$ cat src/hw/uart_pkg.sv
// Purpose: Shared constants for the asynchronous serial port (modes 1, 2, 3)
// Assumes: Classic Wishbone register access, 32-bit data, one clock
// Notes: All offsets and fields, the control and reload reset values and the sample points live here
package uart_pkg;
  // Register byte offsets
  localparam logic [3:0] CTRL_OFS = 4'h0; // Control and status
  localparam logic [3:0] DATA_OFS = 4'h4; // Serial buffer
  localparam logic [3:0] BAUD_OFS = 4'h8; // Timer 1 overflow reload
  // Control register fields
  localparam int MODE_LSB = 0; // Two-bit mode field, 0 unused
  localparam int RXEN_BIT = 2; // Receive enable
  localparam int MPF_BIT = 3; // multiproc_filter_enable
  localparam int TX9_BIT = 4; // tx_ninth_bit
  localparam int RX9_BIT = 5; // rx_ninth_bit
  localparam int TXDONE_BIT = 6; // tx_done_flag
  localparam int RXDONE_BIT = 7; // rx_done_flag
  localparam int M2DIV_BIT = 8; // Mode 2: 0 = clk/32, 1 = clk/16
  localparam int TXBUSY_BIT = 9; // Read only: frame in progress
  // Mode encodings
  localparam logic [1:0] MODE_1 = 2'h1;
  localparam logic [1:0] MODE_2 = 2'h2;
  localparam logic [1:0] MODE_3 = 2'h3;
  // Reset values
  localparam logic [9:0] CTRL_RST = 10'h000;
  localparam logic [15:0] BAUD_RST = 16'h0000;
  // Oversampling
  localparam int OVERSAMPLE = 16;
  localparam logic [3:0] SAMPLE_A = 4'h6; // 7th state (counted from 0)
  localparam logic [3:0] SAMPLE_B = 4'h7; // 8th state
  localparam logic [3:0] SAMPLE_C = 4'h8; // 9th state
  localparam logic [8:0] RX_PRESET = 9'h1FF;
endpackage

$ cat src/hw/uart_tick_gen.sv
// Purpose: Sixteen-times bit rate tick for the serial port
// Assumes: Mode 2 ticks from the core clock, modes 1 and 3 from timer overflow
// Notes: Timer 1 is modelled as a reload counter; mode 2 clk/32 halves clk/16
`timescale 1ns/1ps
`default_nettype none
module uart_tick_gen (
  // Clock and reset
  input wire logic clk_i,
  input wire logic rst_i,
  // Configuration
  input wire logic [1:0] mode_i,
  input wire logic m2_fast_i,
  input wire logic [15:0] reload_i,
  // Sixteen-times tick
  output logic tick16_o
);
  logic [15:0] tmr_q, tmr_d; // Overflow counter, counts up to wrap
  logic half_q, half_d; // Divide-by-two for mode 2 slow rate
  logic tick_d;

  // Next values: mode 2 fixed rate, others on timer overflow
  always_comb begin
    tmr_d = tmr_q;
    half_d = half_q;
    tick_d = 1'b0;
    if (mode_i == uart_pkg::MODE_2) begin
      // Core clock already is the sixteen-times tick of the faster rate
      half_d = ~half_q;
      tick_d = m2_fast_i | half_q;
      // Timer waits at the reload value, so modes 1 and 3 open with a full period
      tmr_d = reload_i;
    end else if (tmr_q == 16'hFFFF) begin
      tmr_d = reload_i;
      tick_d = 1'b1;
    end else begin
      tmr_d = tmr_q + 16'h0001;
    end
  end

  // Registers
  always_ff @(posedge clk_i) begin
    if (rst_i) begin
      tmr_q <= uart_pkg::BAUD_RST;
      half_q <= 1'b0;
      tick16_o <= 1'b0;
    end else begin
      tmr_q <= tmr_d;
      half_q <= half_d;
      tick16_o <= tick_d;
    end
  end
endmodule
`default_nettype wire

$ cat src/hw/uart_vote.sv
// Purpose: Two-of-three majority bit detector
// Assumes: Samples taken on the tick at states 7, 8 and 9 of the bit
// Notes: Outputs the vote combinationally at the third sample, from the live line
`timescale 1ns/1ps
`default_nettype none
module uart_vote (
  // Clock and reset
  input wire logic clk_i,
  input wire logic rst_i,
  // Sampling
  input wire logic tick_i,
  input wire logic [3:0] phase_i,
  input wire logic line_i,
  // Result
  output logic bit_o
);
  logic [1:0] smp_q, smp_d; // First two samples

  // Capture first two samples
  always_comb begin
    smp_d = smp_q;
    if (tick_i && phase_i == uart_pkg::SAMPLE_A) smp_d[0] = line_i;
    if (tick_i && phase_i == uart_pkg::SAMPLE_B) smp_d[1] = line_i;
  end

  // Majority of the two held samples and the live third one
  always_comb begin
    bit_o = (smp_q[0] & smp_q[1]) | (smp_q[0] & line_i) | (smp_q[1] & line_i);
  end

  always_ff @(posedge clk_i) begin
    if (rst_i) smp_q <= 2'h3;
    else smp_q <= smp_d;
  end
endmodule
`default_nettype wire

$ cat src/hw/uart_serial_port.sv
// Purpose: Asynchronous serial port, modes 1, 2 and 3, with Wishbone registers
// Assumes: serial_in_line synchronous to clk_i; software clears done flags
// Notes: Bit timing comes from a divide-by-16 of a sixteen-times tick
// Operation
// - Mode 1 accept: stop bit, byte, done flag
// - Failed mode 1 checks discard the frame
// - Mode 1 returns to edge hunt after final
// - Frame: start, 8 data LSB first, ninth, stop
// - Ninth bit sent from tx, stored into rx
// - Mode 2 rate clock over 16 or 32
// - Mode 3 rate from timer 1 overflow
// - Buffer write loads ninth bit, requests send
// - Transmit starts after next counter rollover
// - Start bit, then data, then first shift
// - First shift inserts stop (zero in mode 1), then zeros
// - Last shift ends frame, sets transmit flag
// - Sample 16x, falling edge resets counter, presets
// - Majority of samples at states 7-9
// - Non-zero start bit resets receiver
// - Nine-bit receive shift, final shift attempts load
// - Accept only if flag clear and filter passes
// - Modes 2, 3 hunt one bit later
// - Mode 1 frame ten bits, timer rate
// - Mode 1 loads one into ninth position
`timescale 1ns/1ps
`default_nettype none
module uart_serial_port (
  // Clock and reset
  input wire logic clk_i,
  input wire logic rst_i,
  // Wishbone slave
  input wire logic cyc_i,
  input wire logic stb_i,
  input wire logic we_i,
  input wire logic [3:0] adr_i,
  input wire logic [3:0] sel_i,
  input wire logic [31:0] dat_i,
  output logic [31:0] dat_o,
  output logic ack_o,
  // Serial link
  input wire logic serial_in_line,
  output logic serial_out_line
);
  // Transmit states
  typedef enum logic [2:0] {
    TX_IDLE = 3'b001,
    TX_WAIT = 3'b010,
    TX_RUN = 3'b100
  } tx_state_e;
  // Receive states
  typedef enum logic [2:0] {
    RX_HUNT = 3'b001,
    RX_BITS = 3'b010,
    RX_TAIL = 3'b100
  } rx_state_e;

  // Control register fields
  logic [1:0] mode_q, mode_d;
  logic rx_en_q, rx_en_d;
  logic multiproc_filter_enable_q, multiproc_filter_enable_d;
  logic tx_ninth_bit_q, tx_ninth_bit_d;
  logic rx_ninth_bit_q, rx_ninth_bit_d;
  logic tx_done_flag_q, tx_done_flag_d;
  logic rx_done_flag_q, rx_done_flag_d;
  logic m2_fast_q, m2_fast_d;
  logic [15:0] reload_q, reload_d; // Timer 1 reload value
  logic [7:0] serial_buffer_q, serial_buffer_d; // Received byte
  // Bus answer
  logic ack_d;
  logic [31:0] rdat_d;
  // Bit timing
  logic tick16;
  logic [3:0] tx_div_q, tx_div_d; // Free divide-by-16 for transmit
  logic [3:0] rx_div_q, rx_div_d; // Receive divide-by-16, reset on edge
  // Transmit path
  tx_state_e tx_st_q, tx_st_d;
  logic [8:0] tx_shift_q, tx_shift_d;
  logic tx_first_q, tx_first_d; // Shift not yet done
  logic tx_data_q, tx_data_d; // Data phase: shift output drives line
  logic tx_req_q, tx_req_d;
  logic tx_frame_active_q, tx_frame_active_d;
  logic line_d;
  // Receive path
  rx_state_e rx_st_q, rx_st_d;
  logic [8:0] rx_shift_q, rx_shift_d;
  logic line_prev_q, line_prev_d; // Previous sixteen-times sample
  logic rx_bit;
  logic rx_first_q, rx_first_d; // Still in the start bit time
  logic rx_m1_q, rx_m1_d; // Frame received in mode 1

  // Handy decodes
  logic bus_wr, wr_ctrl, wr_data, wr_baud, tx_roll, rx_mid;
  logic mode_ok;

  // Byte-lane merge of a written word
  function automatic logic [31:0] merge(input logic [31:0] old, input logic [31:0] nw, input logic [3:0] sel);
    logic [31:0] r;
    r = old;
    for (int i = 0; i < 4; i++) begin
      if (sel[i]) r[i*8 +: 8] = nw[i*8 +: 8];
    end
    return r;
  endfunction

  // Bits enter the receive register from the right, LSB first, so the byte lands mirrored
  function automatic logic [7:0] mirror8(input logic [7:0] v);
    logic [7:0] r;
    for (int i = 0; i < 8; i++) begin
      r[i] = v[7 - i];
    end
    return r;
  endfunction

  uart_tick_gen u_tick (
    .clk_i(clk_i),
    .rst_i(rst_i),
    .mode_i(mode_q),
    .m2_fast_i(m2_fast_q),
    .reload_i(reload_q),
    .tick16_o(tick16)
  );

  uart_vote u_vote (
    .clk_i(clk_i),
    .rst_i(rst_i),
    .tick_i(tick16),
    .phase_i(rx_div_q),
    .line_i(serial_in_line),
    .bit_o(rx_bit)
  );

  // Decodes shared by both paths
  always_comb begin
    bus_wr = cyc_i & stb_i & we_i & ~ack_o;
    wr_ctrl = bus_wr & (adr_i == uart_pkg::CTRL_OFS);
    wr_data = bus_wr & (adr_i == uart_pkg::DATA_OFS) & sel_i[0];
    wr_baud = bus_wr & (adr_i == uart_pkg::BAUD_OFS);
    tx_roll = tick16 & (tx_div_q == 4'hF);
    rx_mid = tick16 & (rx_div_q == uart_pkg::SAMPLE_C);
    mode_ok = mode_q != 2'h0;
  end

  // Register file next values, Wishbone answer one cycle after request
  always_comb begin
    logic [31:0] c;
    logic [31:0] b; // Timer reload with the written lanes applied
    c = merge({23'h0, m2_fast_q, rx_done_flag_q, tx_done_flag_q, rx_ninth_bit_q,
               tx_ninth_bit_q, multiproc_filter_enable_q, rx_en_q, mode_q}, dat_i, sel_i);
    b = merge({16'h0, reload_q}, dat_i, sel_i);
    mode_d = mode_q;
    rx_en_d = rx_en_q;
    multiproc_filter_enable_d = multiproc_filter_enable_q;
    tx_ninth_bit_d = tx_ninth_bit_q;
    m2_fast_d = m2_fast_q;
    reload_d = reload_q;
    ack_d = cyc_i & stb_i & ~ack_o; // Unmapped offsets still answer, reading zero
    rdat_d = 32'h0000_0000;
    if (wr_ctrl) begin
      mode_d = c[uart_pkg::MODE_LSB +: 2];
      rx_en_d = c[uart_pkg::RXEN_BIT];
      multiproc_filter_enable_d = c[uart_pkg::MPF_BIT];
      tx_ninth_bit_d = c[uart_pkg::TX9_BIT];
      m2_fast_d = c[uart_pkg::M2DIV_BIT];
    end
    if (wr_baud) reload_d = b[15:0];
    if (cyc_i & stb_i & ~we_i & ~ack_o) begin
      unique case (adr_i)
        uart_pkg::CTRL_OFS: rdat_d = {22'h0, tx_frame_active_q, m2_fast_q, rx_done_flag_q,
                                      tx_done_flag_q, rx_ninth_bit_q, tx_ninth_bit_q,
                                      multiproc_filter_enable_q, rx_en_q, mode_q};
        uart_pkg::DATA_OFS: rdat_d = {24'h0, serial_buffer_q};
        uart_pkg::BAUD_OFS: rdat_d = {16'h0, reload_q};
        default: rdat_d = 32'h0000_0000;
      endcase
    end
  end

  // Transmit sequencer
  always_comb begin
    tx_div_d = tick16 ? tx_div_q + 4'h1 : tx_div_q;
    tx_st_d = tx_st_q;
    tx_shift_d = tx_shift_q;
    tx_first_d = tx_first_q;
    tx_data_d = tx_data_q;
    tx_req_d = tx_req_q;
    tx_frame_active_d = tx_frame_active_q;
    tx_done_flag_d = tx_done_flag_q;
    if (wr_ctrl && !dat_i[uart_pkg::TXDONE_BIT] && sel_i[0]) tx_done_flag_d = 1'b0;
    if (wr_data && mode_ok) begin
      // Mode 1 puts a one in the ninth place, modes 2 and 3 the ninth bit
      tx_shift_d = {(mode_q == uart_pkg::MODE_1) ? 1'b1 : tx_ninth_bit_q, dat_i[7:0]};
      tx_req_d = 1'b1;
      tx_st_d = TX_WAIT;
      tx_frame_active_d = 1'b0;
      tx_data_d = 1'b0;
    end else begin
      unique case (tx_st_q)
        TX_IDLE: ;
        TX_WAIT: if (tx_roll && tx_req_q) begin
          // Start aligned to the divider, not to the write
          tx_st_d = TX_RUN;
          tx_frame_active_d = 1'b1;
          tx_req_d = 1'b0;
          tx_first_d = 1'b1;
        end
        TX_RUN: if (tx_roll) begin
          if (!tx_data_q) begin
            tx_data_d = 1'b1;
          end else if (mode_q == uart_pkg::MODE_1 ? tx_shift_q[8:1] == 8'h01 && !tx_first_q
                       : tx_shift_q[8:1] == 8'h01 && !tx_first_q) begin
            // Ninth or last data bit out, stop next, zeros beyond
            tx_shift_d = {1'b0, tx_shift_q[8:1]};
            tx_frame_active_d = 1'b0;
            tx_data_d = 1'b0;
            tx_done_flag_d = 1'b1;
            tx_st_d = TX_IDLE;
          end else begin
            // First shift brings in the stop bit in modes 2 and 3
            tx_shift_d = {tx_first_q && mode_q != uart_pkg::MODE_1, tx_shift_q[8:1]};
            tx_first_d = 1'b0;
          end
        end
        default: tx_st_d = TX_IDLE;
      endcase
    end
    // Line: idle high, start low, then shift output, then stop
    if (!tx_frame_active_d) line_d = 1'b1;
    else if (!tx_data_d) line_d = 1'b0;
    else line_d = tx_shift_d[0];
  end

  // Receiver
  always_comb begin
    logic accept;
    accept = 1'b0;
    rx_div_d = tick16 ? rx_div_q + 4'h1 : rx_div_q;
    rx_st_d = rx_st_q;
    rx_shift_d = rx_shift_q;
    rx_first_d = rx_first_q;
    rx_m1_d = rx_m1_q;
    line_prev_d = tick16 ? serial_in_line : line_prev_q;
    serial_buffer_d = serial_buffer_q;
    rx_ninth_bit_d = rx_ninth_bit_q;
    rx_done_flag_d = rx_done_flag_q;
    if (wr_ctrl && !dat_i[uart_pkg::RXDONE_BIT] && sel_i[0]) rx_done_flag_d = 1'b0;
    unique case (rx_st_q)
      RX_HUNT: if (tick16 && line_prev_q && !serial_in_line && rx_en_q && mode_ok) begin
        rx_div_d = 4'h0;
        rx_shift_d = uart_pkg::RX_PRESET;
        rx_first_d = 1'b1;
        rx_m1_d = mode_q == uart_pkg::MODE_1;
        rx_st_d = RX_BITS;
      end
      RX_BITS: if (rx_mid) begin
        if (rx_first_q && rx_bit) begin
          rx_st_d = RX_HUNT;
        end else if (!rx_shift_q[8]) begin
          // Start bit at the left end: final shift and load attempt
          rx_shift_d = {rx_shift_q[7:0], rx_bit};
          if (rx_m1_q) begin
            accept = !rx_done_flag_q && (!multiproc_filter_enable_q || rx_bit);
            if (accept) begin
              serial_buffer_d = mirror8(rx_shift_q[7:0]);
              rx_ninth_bit_d = rx_bit;
            end
            rx_st_d = RX_HUNT;
          end else begin
            accept = !rx_done_flag_q && (!multiproc_filter_enable_q || rx_bit);
            if (accept) begin
              serial_buffer_d = mirror8(rx_shift_q[7:0]);
              rx_ninth_bit_d = rx_bit;
            end
            rx_st_d = RX_TAIL;
          end
        end else begin
          rx_shift_d = {rx_shift_q[7:0], rx_bit};
          rx_first_d = 1'b0;
        end
      end
      RX_TAIL: if (rx_mid) rx_st_d = RX_HUNT;
      default: rx_st_d = RX_HUNT;
    endcase
    if (accept) rx_done_flag_d = 1'b1;
  end

  // All state registers
  always_ff @(posedge clk_i) begin
    if (rst_i) begin
      mode_q <= uart_pkg::CTRL_RST[1:0];
      rx_en_q <= 1'b0;
      multiproc_filter_enable_q <= 1'b0;
      tx_ninth_bit_q <= 1'b0;
      rx_ninth_bit_q <= 1'b0;
      tx_done_flag_q <= 1'b0;
      rx_done_flag_q <= 1'b0;
      m2_fast_q <= 1'b0;
      reload_q <= uart_pkg::BAUD_RST;
      serial_buffer_q <= 8'h00;
      ack_o <= 1'b0;
      dat_o <= 32'h0000_0000;
      tx_div_q <= 4'h0;
      rx_div_q <= 4'h0;
      tx_st_q <= TX_IDLE;
      tx_shift_q <= 9'h1FF;
      tx_first_q <= 1'b0;
      tx_data_q <= 1'b0;
      tx_req_q <= 1'b0;
      tx_frame_active_q <= 1'b0;
      serial_out_line <= 1'b1;
      rx_st_q <= RX_HUNT;
      rx_shift_q <= uart_pkg::RX_PRESET;
      line_prev_q <= 1'b1;
      rx_first_q <= 1'b0;
      rx_m1_q <= 1'b0;
    end else begin
      mode_q <= mode_d;
      rx_en_q <= rx_en_d;
      multiproc_filter_enable_q <= multiproc_filter_enable_d;
      tx_ninth_bit_q <= tx_ninth_bit_d;
      rx_ninth_bit_q <= rx_ninth_bit_d;
      tx_done_flag_q <= tx_done_flag_d;
      rx_done_flag_q <= rx_done_flag_d;
      m2_fast_q <= m2_fast_d;
      reload_q <= reload_d;
      serial_buffer_q <= serial_buffer_d;
      ack_o <= ack_d;
      dat_o <= rdat_d;
      tx_div_q <= tx_div_d;
      rx_div_q <= rx_div_d;
      tx_st_q <= tx_st_d;
      tx_shift_q <= tx_shift_d;
      tx_first_q <= tx_first_d;
      tx_data_q <= tx_data_d;
      tx_req_q <= tx_req_d;
      tx_frame_active_q <= tx_frame_active_d;
      serial_out_line <= line_d;
      rx_st_q <= rx_st_d;
      rx_shift_q <= rx_shift_d;
      line_prev_q <= line_prev_d;
      rx_first_q <= rx_first_d;
      rx_m1_q <= rx_m1_d;
    end
  end
endmodule
`default_nettype wire

$ cat config.mk
export PLATFORM = sky130hd
export DESIGN_NAME = uart_serial_port
export DESIGN_NICKNAME = d
export VERILOG_FILES = /design/src/hw/uart_pkg.sv /design/src/hw/uart_tick_gen.sv /design/src/hw/uart_vote.sv /design/src/hw/uart_serial_port.sv
export SDC_FILE = /design/constraint.sdc
export NUM_CORES = 1
export LEC_CHECK = 0
export BUFFER_PORTS_ARGS = -buffer_cell sky130_fd_sc_hd__buf_2
export CORE_ASPECT_RATIO = 0.6
export CORE_MARGIN = 5
export CORE_UTILIZATION = 61
export DETAILED_ROUTE_END_ITERATION = 6
export GPL_TIMING_DRIVEN = 0
export MAX_ROUTING_LAYER = met4
export PLACE_DENSITY = 0.84
export SLEW_MARGIN = 25
export SYNTH_ARGS = -nofsm -noshare
export SYNTH_HDL_FRONTEND = slang
export SYNTH_SLANG_ARGS = --single-unit
$ cat constraint.sdc
create_clock -name clk_i -period 5.7 [get_ports clk_i]
set_clock_uncertainty 0.05 [all_clocks]
set_input_delay 1.14 -clock clk_i [delete_from_list [all_inputs] [get_ports clk_i]]
set_output_delay 1.14 -clock clk_i [all_outputs]
set_load 0.1 [all_outputs]
Yosys cells after proc, flatten, opt, wreduce, memory -nomap -nowiden
Index checks and enable logic that the tools add are counted.

cells by class
  $add $sub $neg = 3
  equality and inequality tests = 33
  mux-type cells = 68
  bitwise gates (word level) = 27
  reduce and logical (&&, ||, !) cells = 50

operators with widths
  kind                   number
  $mux 9                 8
  $pmux 16 s3            1
  $mux 1                 37
  $mux 16                2
  $mux 3                 10
  $ne 2x2->1 const B     11
  $reduce_and 5->1       4
  $pmux 3 s3             2
  $pmux 9 s2             1
  $reduce_bool 2->1      9
  $add 16x1->16 const B  1
  $eq 16x16->1 const B   1
  $logic_and 1x1->1      16
  $and 1x1->1            15
  $ne 3x3->1 const B     5
  $eq 4x3->1 const B     3
  $eq 4x4->1 const B     3
  $mux 4                 3
  $reduce_and 2->1       6
  $not 1->1              9
  $add 4x1->4 const B    2
  $eq 8x1->1 const B     1
  $reduce_and 4->1       2
  $eq 3x1->1 const B     2
  other kinds (14)       27

storage, ports and cells
  bits in registers = 126
  output and inout port bits = 34
  word-level logic and storage cells = 215

Longest topological paths before layout
Gate-level depths: netlist (run 1).

  depth in word-level cells = 12
  gate-level depth with buffers = 7

Modules after synthesis
A second synthesis (run 1) with hierarchy kept.

second synthesis, totals
  cells, all modules = 516
  area, all modules = 4,740.8 um^2

by module, submodules not included
  module            times used  cells each  area each (um^2)
  uart_serial_port  1           393         3,706.1
  uart_tick_gen     1           111         933.4
  uart_vote         1           12          101.3

Worst setup path after synthesis (run 1)
No wires, ideal clock.

  path kind = input to register
  from = input serial_in_line
  to = register serial_buffer_q[0]
  library setup time = 0.058 ns
  arrival = 2.384 ns
  data required time = 5.592 ns
  slack = 3.208 ns
  cell stages on the path = 5
  cell sequence = maj3_1 -> mux2i_2 -> and2_1 -> buf_2 -> a31o_2

on the way
  cells in the longest elaborated chain, start to end = 6

ends and longest elaborated chain
  what                                                          RTL line                                                                   source
  start, declared                                               uart_serial_port.sv:41                                                     input wire logic serial_in_line,
  $and 1x1->1                                                   uart_vote.sv:28                                                            bit_o = (smp_q[0] & smp_q[1]) | (smp_q[0] & line_i) | (smp_q[1] & line_i);
  $or 1x1->1                                                    uart_vote.sv:28
  $or 1x1->1 (*)                                                uart_vote.sv:28
  $logic_or 1x1->1 / $logic_and 1x1->1 (equally long branches)  uart_serial_port.sv:261, uart_serial_port.sv:268, uart_serial_port.sv:255
  $logic_and 1x1->1 / $not 1->1 (equally long branches)         n/a
  $reduce_and 5->1 (no source line) (*)                         n/a
  end signal, assigned                                          uart_serial_port.sv:325                                                    serial_buffer_q <= serial_buffer_d;
  end, declared                                                 uart_serial_port.sv:67                                                     logic [7:0] serial_buffer_q, serial_buffer_d;

Every way passes the cells marked *; elsewhere a longest branch is shown, timed or not.
A chain may end at the register's enable or synchronous reset.

Final worst setup path (run 1)
  from = input rst_i
  to = register dat_o[5]

on the way
  cells in the longest elaborated chain, start to end = 1

ends and longest elaborated chain
  what                              RTL line                 source
  start, declared                   uart_serial_port.sv:30   input wire logic rst_i,
  $reduce_or 2->1 (no source line)  n/a
  end signal, assigned              uart_serial_port.sv:327  dat_o <= rdat_d;
  end, declared                     uart_serial_port.sv:38   output logic [31:0] dat_o,

No other way between the ends.

==> metrics.md, run 1 <==
| Metric | Value |
|---|---|
| CP Class | `in -> reg` |
| DR WL met3 | `between 1.5 and 2 mm` |
| Vias | `between 4000 and 5000` |
| Max cap viols | `0` |
| Drt drc | `0` |
| Power per cell area | `between 200 and 300 mW/mm2` |
| Tightest hold margin | `between 0.4 and 0.5 ns` |
| TNS Setup | `0 ns` |
| Mapped Cells | `543` |
| Worst Setup End Kind | `flip-flop` |
| Critical Path Max Stage Delay | `around 0.82 ns` |
| Post-DP Area | `approximately 0.0054 mm2` |
| Status | `finished, final reports clean` |
| Fmax | `0.361 GHz` |
| RSZ-0062 raised after global routing | `no` |
| CTS Root Cell | `clkbuf_16` |
| Uppermost layer routed | `met4` |
| CTS sink count | `110` |
| FP Rows | `25` |
| Pleak | `between 2 and 2.5 nW` |
| Port Buffers | `44` |
| Post-layout util | `0.731` |
| Period Utilization, post-route | `0.486` |
| Initial Utilization | `0.629` |
| Initial antenna violation count | `0` |
| Drt pass-1 iters | `7` |
| Synth cell types | `66` |
| Min-Delay Startpoint | `ack_o` |
| Synth async-reset ratio | `0` |
| Slew margin rel. | `0.384` |
| Hold WC Path Type | `reg -> reg` |
| Power Total | `about 1.7 mW` |
| Final WL | `approximately 13 mm` |
| First-pass GRT wire length | `roughly 21 mm` |
| Routed length per instance | `18.2 um` |
| CP startpoint | `rst_i` |
| GRT Total Usage | `0.272` |
| Post-synthesis sequential area ratio | `0.444` |
| I/O pins | `80` |
| Met2 Wirelength | `around 5.4 mm` |
| Largest net degree at the start of global routing | `18` |
| Die width | `126 um` |
| Post-synth EDFFs | `0` |
| Via/cell ratio | `between 6 and 7` |
| Hold_buf cts | `0` |
| Most frequent cells in the layout | `110 x dfxtp_1, 77 x nor2_1, 50 x buf_2, 47 x nand2_1, 39 x mux2i_1` |
| Ant diodes | `0` |
| Synth Flop Type | `dfxtp_1` |
| Vias in the first global route | `about 4200` |
| CTS tree | `done` |
| Final setup fails | `0` |
| Mapped Area | `slightly below 0.005 mm2` |
| CP Launch Type | `primary input` |
| NumNets Final | `around 660` |
| Clock Latency Late Sink | `0.35 ns` |
| Die footprint | `around 0.01 mm2` |
| Slew Limit Fails | `0` |
| Worst Path Buf+Inv | `1` |
| Crit path required time | `between 5 and 6 ns` |
| Die outline height | `79.8 um` |
| Top Family by Delay on Critical Path | `simple AND/OR/NAND/NOR gates` |
| Final Cell Area | `between 0.005 and 0.006 mm2` |
| Gr ovfl total | `0` |
| Final min period | `between 2 and 3 ns` |
| Clock-pin slew on the worst setup and hold paths | `around 0.070 ns` |
| #FFs+latches synth | `110` |
| Post-DP HPWL | `between 9 and 10 mm` |
| Arrival @ worst endpoint | `slightly below 3 ns` |
| Layout area overhead | `16.3%` |
| Syn. warnings | `0` |
| Final Hold Fails | `0` |
| Total setup buffers inserted after CTS | `0` |
| Peak supply drop | `0.233 mV` |
| Commonest non-fill, non-tap cell in the layout | `dfxtp_1` |
| Final ANT Viol Nets | `0` |
| Max H-tree Level | `3` |
| Share of cells above drive strength 1 | `0.181` |
| Worst-Margin Slew | `just over 0.9 ns` |
| Slowest-stage cell, CP | `nor4_1` |
| TritonCTS buffer count | `9` |
| Avg Synthesized Cell Area | `9.13 um2` |
| Placer Congestion | `roughly 0.95` |
| Cts repair resizes | `0` |
| Core ar. | `approximately 0.0079 mm2` |
| Worst flop-to-flop path startpoint | `u_tick.tmr_q[0]` |
| Routed met1 length | `~6 mm` |
| Crit path max fanout | `10` |
| Maximum clock insertion buffer count | `2` |
| Iteration-0 DRC Markers | `just under 700` |
| Crit path cell chain | `clkbuf_1 -> nor4_1 -> nand2_1 -> nor2_1` |
logic make-up (layout without fill, tap and decap cells):
| logic type | after synthesis | after routing | synth area share |
|---|---|---|---|
| muxes | 40 | 40 | 0.0815 |
| and+or+nand+nor | 217 | 217 | 0.230 |
| xor gates and xnor gates | 14 | 14 | 0.0247 |
| other | 1 | 16 | 0.000756 |
| buffers and inverters | 57 | 117 | 0.0583 |
| adders and majority gates | 6 | 6 | 0.0146 |
| DFF | 110 | 110 | 0.444 |
| AOI/OAI and AO/OA | 98 | 98 | 0.146 |
path summary, 6_finish.rpt:
check | depth (start not counted) | slack, ns | endpoint
hold reg to reg | 1 | 0.42 | ack_o
hold / removal | 1 | 0.42 | ack_o
setup reg to reg | 6 | 3.29 | u_tick.tick16_o
setup / recovery | 4 | 2.93 | dat_o[5]
cell type report:
type / count / area, um2
buffer: 45 / 244
clock buffer: 9 / 225
clock inverter: 7 / 160
fill: 573 / 2120
inverter: 12 / 45.0
multi-input combinational: 391 / 2530
sequential: 110 / 2200
tap: 108 / 135
timing repair buffer: 44 / 220
where the power goes:
group | total, mW | switching, mW | internal [mW]
combinational | 0.110 | 0.0866 | 0.0235
clock | 0.796 | 0.279 | 0.517
sequential | 0.775 | 0.00396 | 0.771
metrics by stage:
step	cells	worst slack, ns
after floorplan	558	3.21
after global placement	710	2.63
after detailed placement	710	2.61
after CTS	726	2.96
after global routing	726	2.79
final	726	2.93
registers in the layout (all words and copies together), names as in the netlist, 2 cells and up:
name             flops
dat_o               16
reload_q            16
u_tick.tmr_q        16
rx_shift_q           9
tx_shift_q           9
serial_buffer_q      8
rx_div_q             4
tx_div_q             4
rx_st_q              3
tx_st_q              3
mode_q               2
u_vote.smp_q         2
layer usage:
metal / vias to the layer above / track usage
met1: 2123 / 0.367
li1: 2075 / -
met5: - / -
met2: 254 / 0.384
met4: 0 / 0.0878
met3: 37 / 0.0889
cell usage after synthesis (all sizes together), types with 3 or more instances:
master	instances	share of area
mux2i	40	0.082
or2	5	0.0063
a2111oi	8	0.015
a31oi	15	0.019
a211oi	7	0.011
o221ai	4	0.0071
nor4	8	0.014
a31o	8	0.014
o2111ai	3	0.0053
nand4	9	0.016
inv	11	0.0083
or3b	3	0.0053
nand3	13	0.015
clkbuf	19	0.014
or3	7	0.0093
nor2	77	0.058
o21ai	11	0.011
o211ai	3	0.0045
dfxtp	110	0.44
buf	26	0.035
and3	6	0.0076
nand4b	5	0.0088
a21oi	15	0.015
a222oi	8	0.016
xor2	4	0.0071
nand2	47	0.036
nor3b	3	0.0045
nor3	19	0.019
o211a	4	0.0081
xnor2	10	0.018
ha	5	0.013
No activity file was read; power rests on OpenSTA's default activity.
==> inputs of run 2 (changes only) <==
- CORE_UTILIZATION: 61 -> 51
- PLACE_DENSITY: 0.84 -> 0.75
- clock period: 5.7 -> 2.22 ns (I/O delays scaled with it)
==> metrics.md, run 2 (synthesis results as in run 1) <==
| Metric | Value |
|---|---|
| Port Buffers | `44 (unchanged)` |
| Routed length per instance | `17.8 um (was 18.2 um)` |
| Placer Congestion | `0.886 (was 0.950)` |
| Drt drc | `0 (unchanged)` |
| Tightest hold margin | `0.274 ns (was 0.418 ns)` |
| Most frequent cells in the layout | `108 x dfxtp_1, 77 x nor2_1, 50 x buf_2, 47 x nand2_1, 39 x mux2i_1 (was 110 x dfxtp_1, 77 x nor2_1, 50 x buf_2, 47 x nand2_1, 39 x mux2i_1)` |
| DP Worst Slack | `-0.235 ns (was 2.61 ns)` |
| Largest regs | `dat_o: 16 flops, reload_q: 16 flops, u_tick.tmr_q: 16 flops (unchanged)` |
| Power per cell area | `685 mW/mm2 (was 292 mW/mm2)` |
| Fmax | `roughly 0.46 GHz` |
| I/O pins | `80 (unchanged)` |
| NumNets Final | `664 (unchanged)` |
| Final Cell Area | `0.00573 mm2 (was 0.00576 mm2)` |
| CTS sink count | `110 (unchanged)` |
| Seq pwr share | `0.507 (was 0.461)` |
| Hold WC Path Type | `in -> reg (was reg -> reg)` |
| Comb power frac | `0.073 (was 0.066)` |
| Final cell count without fillers | `748 (was 726)` |
| Crit path max fanout | `5 (was 10)` |
| Initial antenna violation count | `0 (unchanged)` |
| Initial Utilization | `0.532 (was 0.629)` |
| Iteration-0 DRC Markers | `516 (was 687)` |
| Layout area overhead | `15.6% (was 16.3%)` |
| Slew Limit Fails | `0 (unchanged)` |
| Gr ovfl total | `0 (unchanged)` |
| CTS tree | `done (unchanged)` |
| Total setup buffers inserted after CTS | `0 (unchanged)` |
| Via/cell ratio | `5.97 (was 6.18)` |
| Die width | `137 um (was 126 um)` |
| Sw Share | `0.254 (was 0.220)` |
| Clock Latency Late Sink | `0.35 ns (about the same)` |
| Crit path required time | `2.37 ns (was 5.91 ns)` |
| Status | `finished, final reports clean (unchanged)` |
| Share of cells above drive strength 1 | `0.191 (was 0.181)` |
| Clock Power Share | `0.420 (was 0.474)` |
| Peak supply drop | `0.393 mV (was 0.233 mV)` |
| Hold_buf cts | `0 (unchanged)` |
| Commonest non-fill, non-tap cell in the layout | `dfxtp_1 (unchanged)` |
| Placed Cells | `732 (was 710)` |
| Pleak | `2.39 nW (was 2.43 nW)` |
| Final ANT Viol Nets | `0 (unchanged)` |
| Final WL | `13.3 mm (was 13.2 mm)` |
| Final worst slack | `0.0592 ns (was 2.93 ns)` |
| Maximum clock insertion buffer count | `2 (unchanged)` |
| Final min period | `approximately 2.2 ns` |
| CP Class | `reg -> reg (was in -> reg)` |
| FP Rows | `27 (was 25)` |
| Worst-Margin Slew | `0.704 ns (was 0.916 ns)` |
| TNS Setup | `0 ns (unchanged)` |
| Core ar. | `0.00932 mm2 (was 0.00788 mm2)` |
| Power Total | `3.92 mW (was 1.68 mW)` |
| Post-DP Area | `0.00540 mm2 (was 0.00537 mm2)` |
| GRT Total Usage | `0.240 (was 0.272)` |
| Vias in the first global route | `4150 (was 4248)` |
| Vias | `4468 (was 4489)` |
| TritonCTS buffer count | `9 (unchanged)` |
| Fillcell total | `806 (was 573)` |
| Max H-tree Level | `3 (unchanged)` |
| Final Hold Fails | `0 (unchanged)` |
| Ant diodes | `0 (unchanged)` |
| CP Launch Type | `flip-flop (was primary input)` |
| Period Utilization, post-route | `0.973` |
| Drt pass-1 iters | `5 (was 7)` |
| Int Pwr | `2.93 mW (was 1.31 mW)` |
| Slew margin rel. | `0.528 (was 0.384)` |
| Max cap viols | `0 (unchanged)` |
| Post-layout util | `0.615 (was 0.731)` |
| Die footprint | `0.0119 mm2 (was 0.0101 mm2)` |
| First-pass GRT wire length | `21.7 mm (was 21.2 mm)` |
| Post-DP HPWL | `9.85 mm (was 9.57 mm)` |
| Largest net degree at the start of global routing | `20 (was 18)` |
| Arrival @ worst endpoint | `2.31 ns (was 2.98 ns)` |
| Die outline height | `86.4 um (was 79.8 um)` |
| Clock-pin slew on the worst setup and hold paths | `0.07 ns (about the same)` |
| Net Sw Power | `0.995 mW (was 0.370 mW)` |
| Final setup fails | `0 (unchanged)` |
| Worst Setup End Kind | `flip-flop (unchanged)` |
| CTS Root Cell | `clkbuf_16 (unchanged)` |
run 2: final cells by class:
class,count,area [um2],share of cell area
Multi-Input combinational cell,391,2550,0.444
Sequential cell,110,2200,0.385
Buffer,45,245,0.0428
Clock buffer,9,225,0.0393
Timing Repair Buffer,44,220,0.0384
Tap cell,130,163,0.0284
Clock inverter,7,81.3,0.0142
Inverter,12,45.0,0.00786
run 2: power by group through the flow:
stage | combinational (mW) | sequential (mW) | clock, mW
2_1_floorplan | 0.199 | 2.04 | 0
3_3_place_gp | 0.273 | 2.03 | 0
3_5_place_dp | 0.275 | 2.03 | 0
4_1_cts | 0.276 | 1.99 | 1.67
5_1_grt | 0.298 | 1.99 | 1.75
6_report | 0.287 | 1.99 | 1.65
run 2: path summary, 6_finish.rpt:
kind	end	slack (ns)	cells past startpoint	startpoint
min reg2reg	ack_o	0.41	1	ack_o
min	reload_q[10]	0.27	3	dat_i[10]
max	u_tick.tmr_q[4]	0.06	5	u_tick.tmr_q[1]
max reg2reg	u_tick.tmr_q[4]	0.06	5	u_tick.tmr_q[1]
run 2: worst max-delay path: stages, from the launching register on:
cell and delay, ns:
dfxtp_1 0.41, ha_2 0.27, inv_1 0.12, or4_4 0.59, o21ai_0 0.42, a211oi_1 0.15
run 2: routing by layer:
layer	vias up	routed length, um	track usage
met4	0	178	0.0589
met1	2117	6340	0.352
met3	28	1390	0.0632
met5	-	0	-
met2	236	5430	0.324
li1	2087	-	-
run 2: what timing repair did:
item,in CTS,in global routing
pin swaps,1,0
endpoints found under the hold margin,0,0
setup endpoints to repair,5,19
resized for setup,1,4
==> inputs of run 3 (changes only) <==
==> constraint.sdc (replaced) <==
create_clock -name clk_i -period 2.22 [get_ports clk_i]
set_clock_uncertainty 0.05 [all_clocks]
set_input_delay 0.333 -clock clk_i [delete_from_list [all_inputs] [get_ports clk_i]]
set_output_delay 0.333 -clock clk_i [all_outputs]
set_load 0.1 [all_outputs]
==> metrics.md, run 3 (synthesis results as in run 1) <==
| Metric | Value |
|---|---|
| Share of cells above drive strength 1 | `0.189 (was 0.191)` |
| First-pass GRT wire length | `21.7 mm (unchanged)` |
| Gr ovfl total | `0 (unchanged)` |
| Final min period | `2.16 ns (about the same)` |
| Comb power frac | `0.073 (about the same)` |
| Worst Setup End Kind | `flip-flop (unchanged)` |
| Int Pwr | `2.93 mW (about the same)` |
| Drt drc | `0 (unchanged)` |
| Ant diodes | `0 (unchanged)` |
| Die width | `137 um (unchanged)` |
| Crit path required time | `2.37 ns (about the same)` |
| Slew Limit Fails | `0 (unchanged)` |
| Sw Share | `0.254 (about the same)` |
| Largest net degree at the start of global routing | `20 (unchanged)` |
| TNS Setup | `0 ns (unchanged)` |
| Final WL | `13.3 mm (about the same)` |
| Die outline height | `86.4 um (unchanged)` |
| Pleak | `2.39 nW (about the same)` |
| Vias in the first global route | `4150 (unchanged)` |
| NumNets Final | `664 (unchanged)` |
| Most frequent cells in the layout | `108 x dfxtp_1, 77 x nor2_1, 50 x buf_2, 47 x nand2_1, 39 x mux2i_1 (unchanged)` |
| Final setup fails | `0 (unchanged)` |
| Hold WC Path Type | `in -> reg (unchanged)` |
| CP Class | `reg -> reg (unchanged)` |
| Clock-pin slew on the worst setup and hold paths | `0.07 ns (about the same)` |
| Placer Congestion | `0.886 (unchanged)` |
| Post-DP Area | `0.00540 mm2 (unchanged)` |
| I/O pins | `80 (unchanged)` |
| Arrival @ worst endpoint | `2.31 ns (about the same)` |
| Max H-tree Level | `3 (unchanged)` |
| Final ANT Viol Nets | `0 (unchanged)` |
| Layout area overhead | `15.5% (was 15.6%)` |
| Slew margin rel. | `0.396 (was 0.528)` |
| GRT Total Usage | `0.240 (unchanged)` |
| Die footprint | `0.0119 mm2 (unchanged)` |
| Via/cell ratio | `5.91 (was 5.97)` |
| Fmax | `0.463 GHz (about the same)` |
| Port Buffers | `44 (unchanged)` |
| Status | `finished, final reports clean (unchanged)` |
| Final Hold Fails | `0 (unchanged)` |
| Maximum clock insertion buffer count | `2 (unchanged)` |
| Vias | `4421 (was 4468)` |
| TritonCTS buffer count | `9 (unchanged)` |
| Initial antenna violation count | `0 (unchanged)` |
| CP Launch Type | `flip-flop (unchanged)` |
| Core ar. | `0.00932 mm2 (unchanged)` |
| Crit path max fanout | `5 (unchanged)` |
| Period Utilization, post-route | `0.972 (was 0.973)` |
| Post-DP HPWL | `9.85 mm (unchanged)` |
| Commonest non-fill, non-tap cell in the layout | `dfxtp_1 (unchanged)` |
| FP Rows | `27 (unchanged)` |
| Final Cell Area | `0.00572 mm2 (was 0.00573 mm2)` |
| Largest regs | `dat_o: 16 flops, reload_q: 16 flops, u_tick.tmr_q: 16 flops (unchanged)` |
| Power per cell area | `686 mW/mm2 (was 685 mW/mm2)` |
| Tightest hold margin | `0.162 ns (was 0.274 ns)` |
| Initial Utilization | `0.532 (unchanged)` |
| Power Total | `3.93 mW (was 3.92 mW)` |
| Worst-Margin Slew | `0.897 ns (was 0.704 ns)` |
| CTS sink count | `110 (unchanged)` |
| Iteration-0 DRC Markers | `519 (was 516)` |
| Net Sw Power | `0.998 mW (was 0.995 mW)` |
| Routed length per instance | `17.7 um (was 17.8 um)` |
| Max cap viols | `0 (unchanged)` |
| Peak supply drop | `0.394 mV (was 0.393 mV)` |
| Drt pass-1 iters | `5 (unchanged)` |
| Seq pwr share | `0.506 (was 0.507)` |
| Clock Latency Late Sink | `0.35 ns (about the same)` |
| CTS Root Cell | `clkbuf_16 (unchanged)` |
| CTS tree | `done (unchanged)` |
| Clock Power Share | `0.421 (was 0.420)` |
[run 3: cell count changes in the layout (fill, tap and decap cells not counted)]
cell,before,now
nor4_2,3,2
nor4_1,4,5
[run 3: layout make-up]
type / instances / area, um2
fill: 805 / 3600
multi-input combinational: 391 / 2540
sequential: 110 / 2200
buffer: 45 / 245
clock buffer: 9 / 225
timing repair buffer: 44 / 220
tap: 130 / 163
clock inverter: 7 / 81.3
inverter: 12 / 45.0
[run 3: repair_timing]
action	in CTS	in global routing
hold endpoints to repair	0	0
setup endpoints to repair	5	14
pin swaps	1	0
setup buffers	0	0
hold buffers	0	0
resized for setup	1	3
[run 3: metrics by stage]
stage          setup slack (ns)  cells   util
2_1_floorplan             0.215    558      -
3_3_place_gp            -0.0693    732  0.579
3_5_place_dp             -0.124    732  0.579
4_1_cts                  0.0307    748  0.612
5_1_grt                -0.00272    748  0.614
6_report                 0.0619    748  0.614
[run 3: metal layers]
| layer | up-vias | track usage | wire (um) |
|---|---|---|---|
| li1 | 2087 | - | - |
| met5 | - | - | 0 |
| met4 | 0 | 0.0589 | 154 |
| met1 | 2081 | 0.352 | 6310 |
| met2 | 234 | 0.324 | 5410 |
| met3 | 19 | 0.0632 | 1380 |
[run 3: power by group through the flow]
stage	combinational [mW]	sequential [mW]	clock, mW
floorplan	0.199	2.04	0
global placement	0.273	2.03	0
global route	0.297	1.99	1.75
finish	0.286	1.99	1.65
CTS	0.276	1.99	1.67
detailed placement	0.275	2.03	0
[run 3: critical path, cell delays in order (launching register included)]
cell      delay [ns]
dfxtp_1         0.41
ha_2            0.27
inv_1           0.12
or4_4           0.59
o21ai_0         0.42
a211oi_1        0.15
[run 3: final timing paths]
path / cells after the start / slack [ns] / startpoint / end
setup / recovery: 5 / 0.06 / u_tick.tmr_q[1] / u_tick.tmr_q[4]
hold / removal: 3 / 0.16 / dat_i[10] / reload_q[10]
setup reg to reg: 5 / 0.06 / u_tick.tmr_q[1] / u_tick.tmr_q[4]
hold reg to reg: 1 / 0.39 / ack_o / ack_o
